$ cat src/core/rsb_pkg.sv
// constants and types of the receive signaling buffer
`default_nettype none

package rsb_pkg;

   // bus geometry
   localparam int RSB_DW = 32;
   localparam int RSB_AW = 10;
   localparam int RSB_BW = 8;

   // register indices; byte address is four times the index
   localparam logic [7:0] RSB_IDX_CFG = 8'hd2;
   localparam logic [7:0] RSB_IDX_STAT = 8'hd3;
   localparam logic [7:0] RSB_IDX_CTRL = 8'hd4;
   localparam logic [7:0] RSB_IDX_DATA = 8'hd5;
   localparam logic [7:0] RSB_IDX_FLAG0 = 8'hd6;
   localparam logic [7:0] RSB_IDX_FLAG1 = 8'hd7;
   localparam logic [7:0] RSB_IDX_FLAG2 = 8'hd8;
   localparam logic [7:0] RSB_IDX_FLAG3 = 8'hd9;
   localparam logic [7:0] RSB_IDX_ISTAT = 8'he0;
   localparam logic [7:0] RSB_IDX_IMASK = 8'he1;

   // configuration fields
   localparam int RSB_CFG_FREEZE = 3;
   localparam int RSB_CFG_DEB = 2;
   localparam int RSB_CFG_SIGNALING_CHANGE_IRQ_ENABLE = 1;
   localparam logic [7:0] RSB_CFG_WMASK = 8'h0e;

   // access control fields
   localparam int RSB_CTRL_DIR = 7;
   localparam int RSB_ADDR_W = 7;
   localparam logic [6:0] RSB_TS_LO_FIRST = 7'h01;
   localparam logic [6:0] RSB_TS_LO_LAST = 7'h0f;
   localparam logic [6:0] RSB_TS_HI_FIRST = 7'h11;
   localparam logic [6:0] RSB_TS_HI_LAST = 7'h1f;

   // per-timeslot entry
   localparam int RSB_ENT_EXT = 4;
   localparam logic RSB_EXT_RESET = 1'b1;
   localparam int RSB_NUM_TS = 32;
   localparam int RSB_TS_W = 5;
   localparam int RSB_SIG_W = 4;

   // change flags: flag k (1..30) sits at vector bit k-1
   localparam int RSB_NUM_FLAGS = 30;
   localparam int RSB_FLAG_SKIP = 15;
   localparam int RSB_FLAG3_W = 6;
   localparam int RSB_FLAG1_LSB = 8;
   localparam int RSB_FLAG2_LSB = 16;
   localparam int RSB_FLAG3_LSB = 24;

   // byte lane bits below the register index
   localparam int RSB_ADR_LSB = 2;

   // interrupt status bits
   localparam int RSB_IRQ_CHG = 0;
   localparam int RSB_IRQ_DONE = 1;
   localparam int RSB_IRQ_W = 2;

   typedef enum logic {RSB_ACC_IDLE, RSB_ACC_RUN} rsb_acc_state_t;

endpackage : rsb_pkg

`default_nettype wire

$ cat src/core/rsb_top.sv
// receive signaling buffer with indirect access and change flags
`default_nettype none

module rsb_top
   import rsb_pkg::*;
(
   // clock and reset
   input wire logic sys_clk,
   input wire logic rstn,
   // wishbone slave
   input wire logic wb_cyc_i,
   input wire logic wb_stb_i,
   input wire logic wb_we_i,
   input wire logic [RSB_AW-1:0] wb_adr_i,
   input wire logic [RSB_DW-1:0] wb_dat_i,
   input wire logic [3:0] wb_sel_i,
   output logic [RSB_DW-1:0] wb_dat_o,
   output logic wb_ack_o,
   // received signaling codewords
   input wire logic sig_valid,
   input wire logic [RSB_TS_W-1:0] sig_ts,
   input wire logic [RSB_SIG_W-1:0] sig_abcd,
   input wire logic mf_sync,
   // interrupt
   output logic irq
);

   // state
   logic ack_reg;
   logic [RSB_DW-1:0] rdat_reg;
   logic irq_reg;
   logic [RSB_BW-1:0] cfg_reg;
   logic [RSB_BW-1:0] ctrl_reg;
   logic [RSB_BW-1:0] data_reg;
   logic [RSB_BW-1:0] data_next;
   rsb_acc_state_t acc_reg;
   rsb_acc_state_t acc_next;
   logic [RSB_NUM_TS-1:0] ext_reg;
   logic [RSB_SIG_W-1:0] sig_mem [RSB_NUM_TS];
   logic [RSB_SIG_W-1:0] prev_mem [RSB_NUM_TS];
   logic [RSB_NUM_FLAGS-1:0] flag_reg;
   logic [RSB_NUM_FLAGS-1:0] flag_set;
   logic [RSB_IRQ_W-1:0] istat_reg;
   logic [RSB_IRQ_W-1:0] istat_clr;
   logic [RSB_IRQ_W-1:0] imask_reg;

   // bus decode
   wire [RSB_BW-1:0] idx = wb_adr_i[RSB_AW-1:RSB_ADR_LSB];
   wire req = wb_cyc_i & wb_stb_i & ~ack_reg;
   wire wr = req & wb_we_i & wb_sel_i[0];
   wire rd = req & ~wb_we_i;
   wire [RSB_BW-1:0] wbyte = wb_dat_i[RSB_BW-1:0];
   wire hit_cfg = idx == RSB_IDX_CFG;
   wire hit_stat = idx == RSB_IDX_STAT;
   wire hit_ctrl = idx == RSB_IDX_CTRL;
   wire hit_data = idx == RSB_IDX_DATA;
   wire hit_f0 = idx == RSB_IDX_FLAG0;
   wire hit_f1 = idx == RSB_IDX_FLAG1;
   wire hit_f2 = idx == RSB_IDX_FLAG2;
   wire hit_f3 = idx == RSB_IDX_FLAG3;
   wire hit_istat = idx == RSB_IDX_ISTAT;
   wire hit_imask = idx == RSB_IDX_IMASK;
   wire idle = acc_reg == RSB_ACC_IDLE;

   // config bits
   wire cfg_freeze = cfg_reg[RSB_CFG_FREEZE];
   wire cfg_deb = cfg_reg[RSB_CFG_DEB];
   wire cfg_signaling_change_irq_enable = cfg_reg[RSB_CFG_SIGNALING_CHANGE_IRQ_ENABLE];

   // control and data writes are dropped while busy
   wire start_op = wr & hit_ctrl & idle;
   wire data_wr = wr & hit_data & idle;

   // indirect target
   wire [RSB_ADDR_W-1:0] ind_addr = ctrl_reg[RSB_ADDR_W-1:0];
   wire [RSB_TS_W-1:0] ind_ts = ind_addr[RSB_TS_W-1:0];
   // only the two timeslot ranges decode
   wire ind_ok = ((ind_addr >= RSB_TS_LO_FIRST) && (ind_addr <= RSB_TS_LO_LAST))
      || ((ind_addr >= RSB_TS_HI_FIRST) && (ind_addr <= RSB_TS_HI_LAST));
   wire ind_read = ctrl_reg[RSB_CTRL_DIR];
   wire run = acc_reg == RSB_ACC_RUN;
   // entry layout: extract enable over signaling bits
   wire [RSB_BW-1:0] ind_entry = ind_ok ?
      RSB_BW'({ext_reg[ind_ts], sig_mem[ind_ts]}) : '0;
   // direction bit selects read or write
   wire ind_wr_go = run & ~ind_read & ind_ok;
   wire ind_rd_go = run & ind_read;

   // receive side: timeslots 0 and 16 carry no channel signaling
   wire [RSB_ADDR_W-1:0] rx_addr = RSB_ADDR_W'(sig_ts);
   wire rx_ts_ok = ((rx_addr >= RSB_TS_LO_FIRST) && (rx_addr <= RSB_TS_LO_LAST))
      || ((rx_addr >= RSB_TS_HI_FIRST) && (rx_addr <= RSB_TS_HI_LAST));
   wire rx_seen = sig_valid & rx_ts_ok;
   // update only with extraction on and multiframe in sync
   // freeze holds the last valid value
   wire rx_take = rx_seen & mf_sync & ext_reg[sig_ts] & ~cfg_freeze;
   // two matching codewords in a row needed
   wire deb_ok = ~cfg_deb | (sig_abcd == prev_mem[sig_ts]);
   wire rx_upd = rx_take & deb_ok & (sig_abcd != sig_mem[sig_ts]);
   wire [RSB_NUM_TS-1:0] chg_ts = rx_upd ? (RSB_NUM_TS'(1) << sig_ts) : '0;

   // flag clears, one write-one-to-clear byte per register
   wire [RSB_BW-1:0] clr0 = (wr & hit_f0) ? wbyte : '0;
   wire [RSB_BW-1:0] clr1 = (wr & hit_f1) ? wbyte : '0;
   wire [RSB_BW-1:0] clr2 = (wr & hit_f2) ? wbyte : '0;
   wire [RSB_FLAG3_W-1:0] clr3 = (wr & hit_f3) ? wbyte[RSB_FLAG3_W-1:0] : '0;
   wire [RSB_NUM_FLAGS-1:0] flag_clr = {clr3, clr2, clr1, clr0};

   // flag to timeslot: skip timeslot 16
   genvar gi;
   generate
      for (gi = 0; gi < RSB_NUM_FLAGS; gi++) begin : g_flag
         localparam int TS = (gi < RSB_FLAG_SKIP) ? gi + 1 : gi + 2;
         assign flag_set[gi] = chg_ts[TS];
      end
   endgenerate

   // write-one clears, set wins over clear
   rsb_sticky #(
      .W(RSB_NUM_FLAGS)
   ) u_flags (
      .sys_clk(sys_clk),
      .rstn(rstn),
      .set(flag_set),
      .clr(flag_clr),
      .q(flag_reg)
   );

   // flag register images
   // bits 7..0 are timeslots 8..1
   wire [RSB_BW-1:0] flag0_rd = flag_reg[RSB_FLAG1_LSB-1:0];
   // bits 6..0 are timeslots 15..9, bit 7 is timeslot 17
   wire [RSB_BW-1:0] flag1_rd = flag_reg[RSB_FLAG2_LSB-1:RSB_FLAG1_LSB];
   wire [RSB_BW-1:0] flag2_rd = flag_reg[RSB_FLAG3_LSB-1:RSB_FLAG2_LSB];
   // timeslots 31..26, top two bits read zero
   wire [RSB_BW-1:0] flag3_rd = RSB_BW'(flag_reg[RSB_NUM_FLAGS-1:RSB_FLAG3_LSB]);

   // busy in bit 0 of access status
   wire [RSB_BW-1:0] stat_rd = RSB_BW'(run);

   // read mux; unmapped indices answer zero
   wire [RSB_BW-1:0] rd_byte =
      hit_cfg ? cfg_reg :
      hit_stat ? stat_rd :
      hit_ctrl ? ctrl_reg :
      hit_data ? data_reg :
      hit_f0 ? flag0_rd :
      hit_f1 ? flag1_rd :
      hit_f2 ? flag2_rd :
      hit_f3 ? flag3_rd :
      hit_istat ? RSB_BW'(istat_reg) :
      hit_imask ? RSB_BW'(imask_reg) : '0;

   // sticky events, cleared by a read of the status
   wire [RSB_IRQ_W-1:0] ev;
   assign ev[RSB_IRQ_CHG] = |chg_ts;
   assign ev[RSB_IRQ_DONE] = run;
   wire istat_rd = rd & hit_istat;
   assign istat_clr = istat_rd ? {RSB_IRQ_W{1'b1}} : '0;

   // an event in the clearing read cycle survives
   rsb_sticky #(
      .W(RSB_IRQ_W)
   ) u_events (
      .sys_clk(sys_clk),
      .rstn(rstn),
      .set(ev),
      .clr(istat_clr),
      .q(istat_reg)
   );

   // change flags reach irq only with the enable set
   wire irq_next = (cfg_signaling_change_irq_enable & (|flag_reg)) | (|(istat_reg & imask_reg));

   // one run cycle commits the access then busy falls
   always_comb begin
      acc_next = acc_reg;
      case (acc_reg)
         RSB_ACC_IDLE: begin
            if (start_op) begin
               acc_next = RSB_ACC_RUN;
            end
         end
         RSB_ACC_RUN: begin
            acc_next = RSB_ACC_IDLE;
         end
         default: begin
            acc_next = RSB_ACC_IDLE;
         end
      endcase
   end

   // read result lands in the data register
   // a host data write is only taken while idle
   always_comb begin
      data_next = data_reg;
      if (ind_rd_go) begin
         data_next = ind_entry;
      end else if (data_wr) begin
         data_next = wbyte;
      end
   end

   // bus answer: one-cycle ack, dropped the cycle after
   always_ff @(posedge sys_clk or negedge rstn) begin
      if (!rstn) begin
         ack_reg <= 1'b0;
         rdat_reg <= '0;
      end else begin
         ack_reg <= req;
         rdat_reg <= rd ? RSB_DW'(rd_byte) : '0;
      end
   end

   // software registers
   always_ff @(posedge sys_clk or negedge rstn) begin
      if (!rstn) begin
         cfg_reg <= '0;
         ctrl_reg <= '0;
         imask_reg <= '0;
      end else begin
         if (wr & hit_cfg) begin
            cfg_reg <= wbyte & RSB_CFG_WMASK;
         end
         if (start_op) begin
            ctrl_reg <= wbyte;
         end
         if (wr & hit_imask) begin
            imask_reg <= wbyte[RSB_IRQ_W-1:0];
         end
      end
   end

   // access engine and data register
   always_ff @(posedge sys_clk or negedge rstn) begin
      if (!rstn) begin
         acc_reg <= RSB_ACC_IDLE;
         data_reg <= '0;
      end else begin
         acc_reg <= acc_next;
         data_reg <= data_next;
      end
   end

   // extract enables, written only through the indirect port
   always_ff @(posedge sys_clk or negedge rstn) begin
      if (!rstn) begin
         ext_reg <= {RSB_NUM_TS{RSB_EXT_RESET}};
      end else if (ind_wr_go) begin
         // only bit 4 of an entry is writable
         ext_reg[ind_ts] <= data_reg[RSB_ENT_EXT];
      end
   end

   // stored signaling and last received codeword per timeslot
   always_ff @(posedge sys_clk or negedge rstn) begin
      if (!rstn) begin
         for (int i = 0; i < RSB_NUM_TS; i++) begin
            sig_mem[i] <= '0;
            prev_mem[i] <= '0;
         end
      end else begin
         // debounce compares against every codeword seen, frozen or not
         if (rx_seen) begin
            prev_mem[sig_ts] <= sig_abcd;
         end
         if (rx_upd) begin
            sig_mem[sig_ts] <= sig_abcd;
         end
      end
   end

   // interrupt
   always_ff @(posedge sys_clk or negedge rstn) begin
      if (!rstn) begin
         irq_reg <= 1'b0;
      end else begin
         irq_reg <= irq_next;
      end
   end

   // outputs straight from flops
   assign wb_ack_o = ack_reg;
   assign wb_dat_o = rdat_reg;
   assign irq = irq_reg;

endmodule : rsb_top

// sticky bits: set wins over a clear in the same cycle
module rsb_sticky
   import rsb_pkg::*;
#(
   parameter int W = 1
) (
   // clock and reset
   input wire logic sys_clk,
   input wire logic rstn,
   // events and clears
   input wire logic [W-1:0] set,
   input wire logic [W-1:0] clr,
   // held bits
   output logic [W-1:0] q
);

   logic [W-1:0] q_reg;
   logic [W-1:0] q_next;

   assign q_next = set | (q_reg & ~clr);

   always_ff @(posedge sys_clk or negedge rstn) begin
      if (!rstn) begin
         q_reg <= '0;
      end else begin
         q_reg <= q_next;
      end
   end

   assign q = q_reg;

endmodule : rsb_sticky

`default_nettype wire

$ cat config.mk
export PLATFORM = sky130hd
export DESIGN_NAME = rsb_top
export DESIGN_NICKNAME = d
export VERILOG_FILES = /design/src/core/rsb_pkg.sv /design/src/core/rsb_top.sv
export SDC_FILE = /design/constraint.sdc
export NUM_CORES = 1
export LEC_CHECK = 0
export BUFFER_PORTS_ARGS = -buffer_cell sky130_fd_sc_hd__buf_2
export CAP_MARGIN = 5
export CORE_UTILIZATION = 56
export DETAILED_ROUTE_END_ITERATION = 8
export PLACE_DENSITY = 0.79
export SYNTH_ARGS = -nofsm -noshare
export SYNTH_HDL_FRONTEND = slang
export SYNTH_SLANG_ARGS = --single-unit
$ cat constraint.sdc
create_clock -name sys_clk -period 3.79 [get_ports sys_clk]
set_clock_uncertainty 0.05 [all_clocks]
set_input_delay 0.758 -clock sys_clk [delete_from_list [all_inputs] [get_ports sys_clk]]
set_output_delay 0.758 -clock sys_clk [all_outputs]
set_load 0.03 [all_outputs]
==> flow_summary_export.csv <==
group,metric,value,unit
outcome,status,"finished, final reports clean",
worst_setup_path,worstPathArrival,3.77,ns
route,m1WireLength,20600,microns
synthesis,synth.avg_cell_area,12.8,sq um
clock_tree,cts_resized,0,
die,dieArea,34800,sq um
synthesis,yosysSeqAreaShare,0.464,
die,io_pins,96,
clock_tree,cts_hold_buf,0,
route,drt_iter0_markers,1290,
route,drt_pass1_iterations,5,
cells_and_area,diodes,0,
die,fp.coreArea,33500,sq um
die,die_w,187,microns
clock_tree,clk_pin_slew,0.06,ns
die,die-height,187,microns
route,wirelength,51100,microns
timing,worstMarginPinSlew,0.943,ns
route,vias,13200,
cells_and_area,fin_nets,1634,
clock_tree,numClockSinks,352,
synthesis,synth_top_area_cell,"dfrtp_1",
power,power_density,432,nW/um^2
route,top_layer_used,"met5",
clock_tree,post_cts_buffers,0,
clock_tree,cts_htree_levels,2,
synthesis,synth_area_leaders,"dfrtp_1 (42%), mux2_2 (12%), mux2i_1 (6.9%), mux4_2 (6.7%), mux2_4 (6.0%)",
cells_and_area,mostFrequentLayoutCells,"dfrtp_1 (318), mux2_2 (200), nand2_1 (133)",
grt,grt_pass1_vias,14000,
synthesis,async_flop_share,1.00,
route,route.met2.wl,24000,microns
clock_tree,numCtsBuffers,38,
timing,fmax,292,MHz
grt,track_usage,0.300,
grt,grt_max_degree,89,
route,ant_nets,0,
grt,grt-ovfl-total,0,
synthesis,yosysWarnings,0,
timing,whs,0.217,ns
grt,grt_pass1_wl,81000,microns
place,place_hpwl,34900,microns
timing,period_minus_slack,3.42,ns
worst_hold_path,holdCritPathClass,"in -> async",
clock_tree,clk_latency,0.54,ns
grt,grt_antenna_before_repair,1,
synthesis,synth_cell_type_count,62,
synthesis,synth.cell_area,19100,sq um
clock_tree,root_buffer,"clkbuf_16",
timing,slew-limit-headroom,0.372,
route,routedWlPerCell,25.0,microns
clock_tree,tritoncts,"done",
power,power.leakage,11.2,nW
route,drc,0,
route,vias_per_cell,6.47,
worst_setup_path,crit-reg2reg-launch,"prev_mem[37]",
cells_and_area,layout-drive-gt1-share,0.393,
timing,setup_viol,0,
synthesis,synth_top_area_frac,0.420,
place,gp_congestion,0.956,
die,rows,67,
timing,period_share,0.902,
cells_and_area,area_growth_syn_to_layout,13.0,%
cells_and_area,layoutNonFillerInstCount,2047,
place,io_buffers,42,
timing,finalHoldViolCount,0,
flow_run,drv_cap,0,
synthesis,ys.flop_type,"dfrtp_1",
worst_setup_path,ff2ff_path_depth,9,
place,placed_cells,1980,
worst_setup_path,path_max_fanout,19,
route,wl_met3,4100,microns
power,vdd_ir_drop_max,0.000406,V
worst_setup_path,worst-r2r-setup-slack,0.73,ns
synthesis,synth_edf_count,0,
die,start_util,0.569,
synthesis,netlist_instances,1496,
worst_setup_path,worstSetupStartpointType,"input pin",
worst_setup_path,cp.required,4.14,ns
worst_setup_path,worst_setup_path_end_kind,"flop",
worst_setup_path,r2r_end,"sig_mem[69]",
timing,maxSlewViolCount,0,
cells_and_area,layout_commonest_cell,"dfrtp_1",
worst_setup_path,worstSetupPathType,"in -> reg",
timing,rsz0062_at_grt,"false",
clock_tree,cts_buffer_depth,3,
synthesis,ys_ff_latch,352,
-- area by class of cell --
class | instances | area (sq um)
multi-input combinational | 1008 | 9430
clock inverter | 10 | 128
sequential | 352 | 8850
tap | 448 | 561
timing repair buffer | 166 | 1380
inverter | 6 | 22.5
fill | 2406 | 12000
clock buffer | 57 | 1190
-- worst max-delay path: stages --
cell and delay [ns]:
buf_2 0.18, buf_4 0.19, or4b_1 0.64, o22ai_1 0.26, nor4_1 0.09, nand2_1 0.09, xor2_1 0.10, o41a_1 0.44
buf_12 0.18, and4b_1 0.46, mux2_1 0.38
-- power by group --
group	switching [W]	internal, W
Combinational	0.000571	0.000539
Clock	0.00151	0.00236
Sequential	0.000221	0.00411
-- how the worst max path moves through the flow --
stage                         to       from
CTS                  sig_mem[69]  sig_ts[1]
finish               sig_mem[69]  sig_ts[0]
global placement    sig_mem[123]  sig_ts[1]
global route         sig_mem[69]  sig_ts[1]
detailed placement   sig_mem[69]  sig_ts[1]
floorplan            sig_mem[70]  sig_ts[3]
-- synth_stat cells (all sizes together) (2+ instances only) --
master and instances:
or4 2, nor4 26, dfrtp 320, o22a 2, a21oi 13, mux2 288
a211oi 2, a22oi 10, nand4b 28, nor2b 5, mux2i 132, or3 6
or4b 4, o211ai 2, nand4bb 6, nand4 4, mux4 57, inv 5
a21o 7, buf 81, and3 5, a31oi 2, nand3 19, xnor2 4
dfstp 32, nor3 18, clkbuf 72, o22ai 70, xor2 4, or2 2
o221ai 4, nor2 83, o21ai 13, nand3b 4, nand2b 10, and4b 4
nand2 133, nor3b 5
-- logic make-up after synthesis --
kind of cell	synth area share
mux	0.321
simple gates	0.119
flops	0.464
buf+inv	0.0468
compound gates	0.0451
xor+xnor	0.00367
other cells	0.000197
-- per-stage QoR --
step | TNS (ns) | setup WS (ns) | utilization | power, W | area (sq um)
after floorplan | 0 | 0.398 | - | 0.00509 | 19200
after global placement | -0.420 | -0.0347 | 0.604 | 0.00541 | 20200
after detailed placement | -0.935 | -0.0685 | 0.604 | 0.00548 | 20200
after CTS | 0 | 0.389 | 0.643 | 0.00935 | 21600
after global routing | 0 | 0.239 | 0.643 | 0.00961 | 21600
final | 0 | 0.370 | 0.643 | 0.00931 | 21600
-- routing by layer --
layer | global-route usage | up-vias
li1 | - | 5610
met1 | 0.392 | 6814
met2 | 0.474 | 634
met3 | 0.0700 | 186
met4 | 0.146 | 2
met5 | 0 | -
Power figures use the tool's default switching activity.
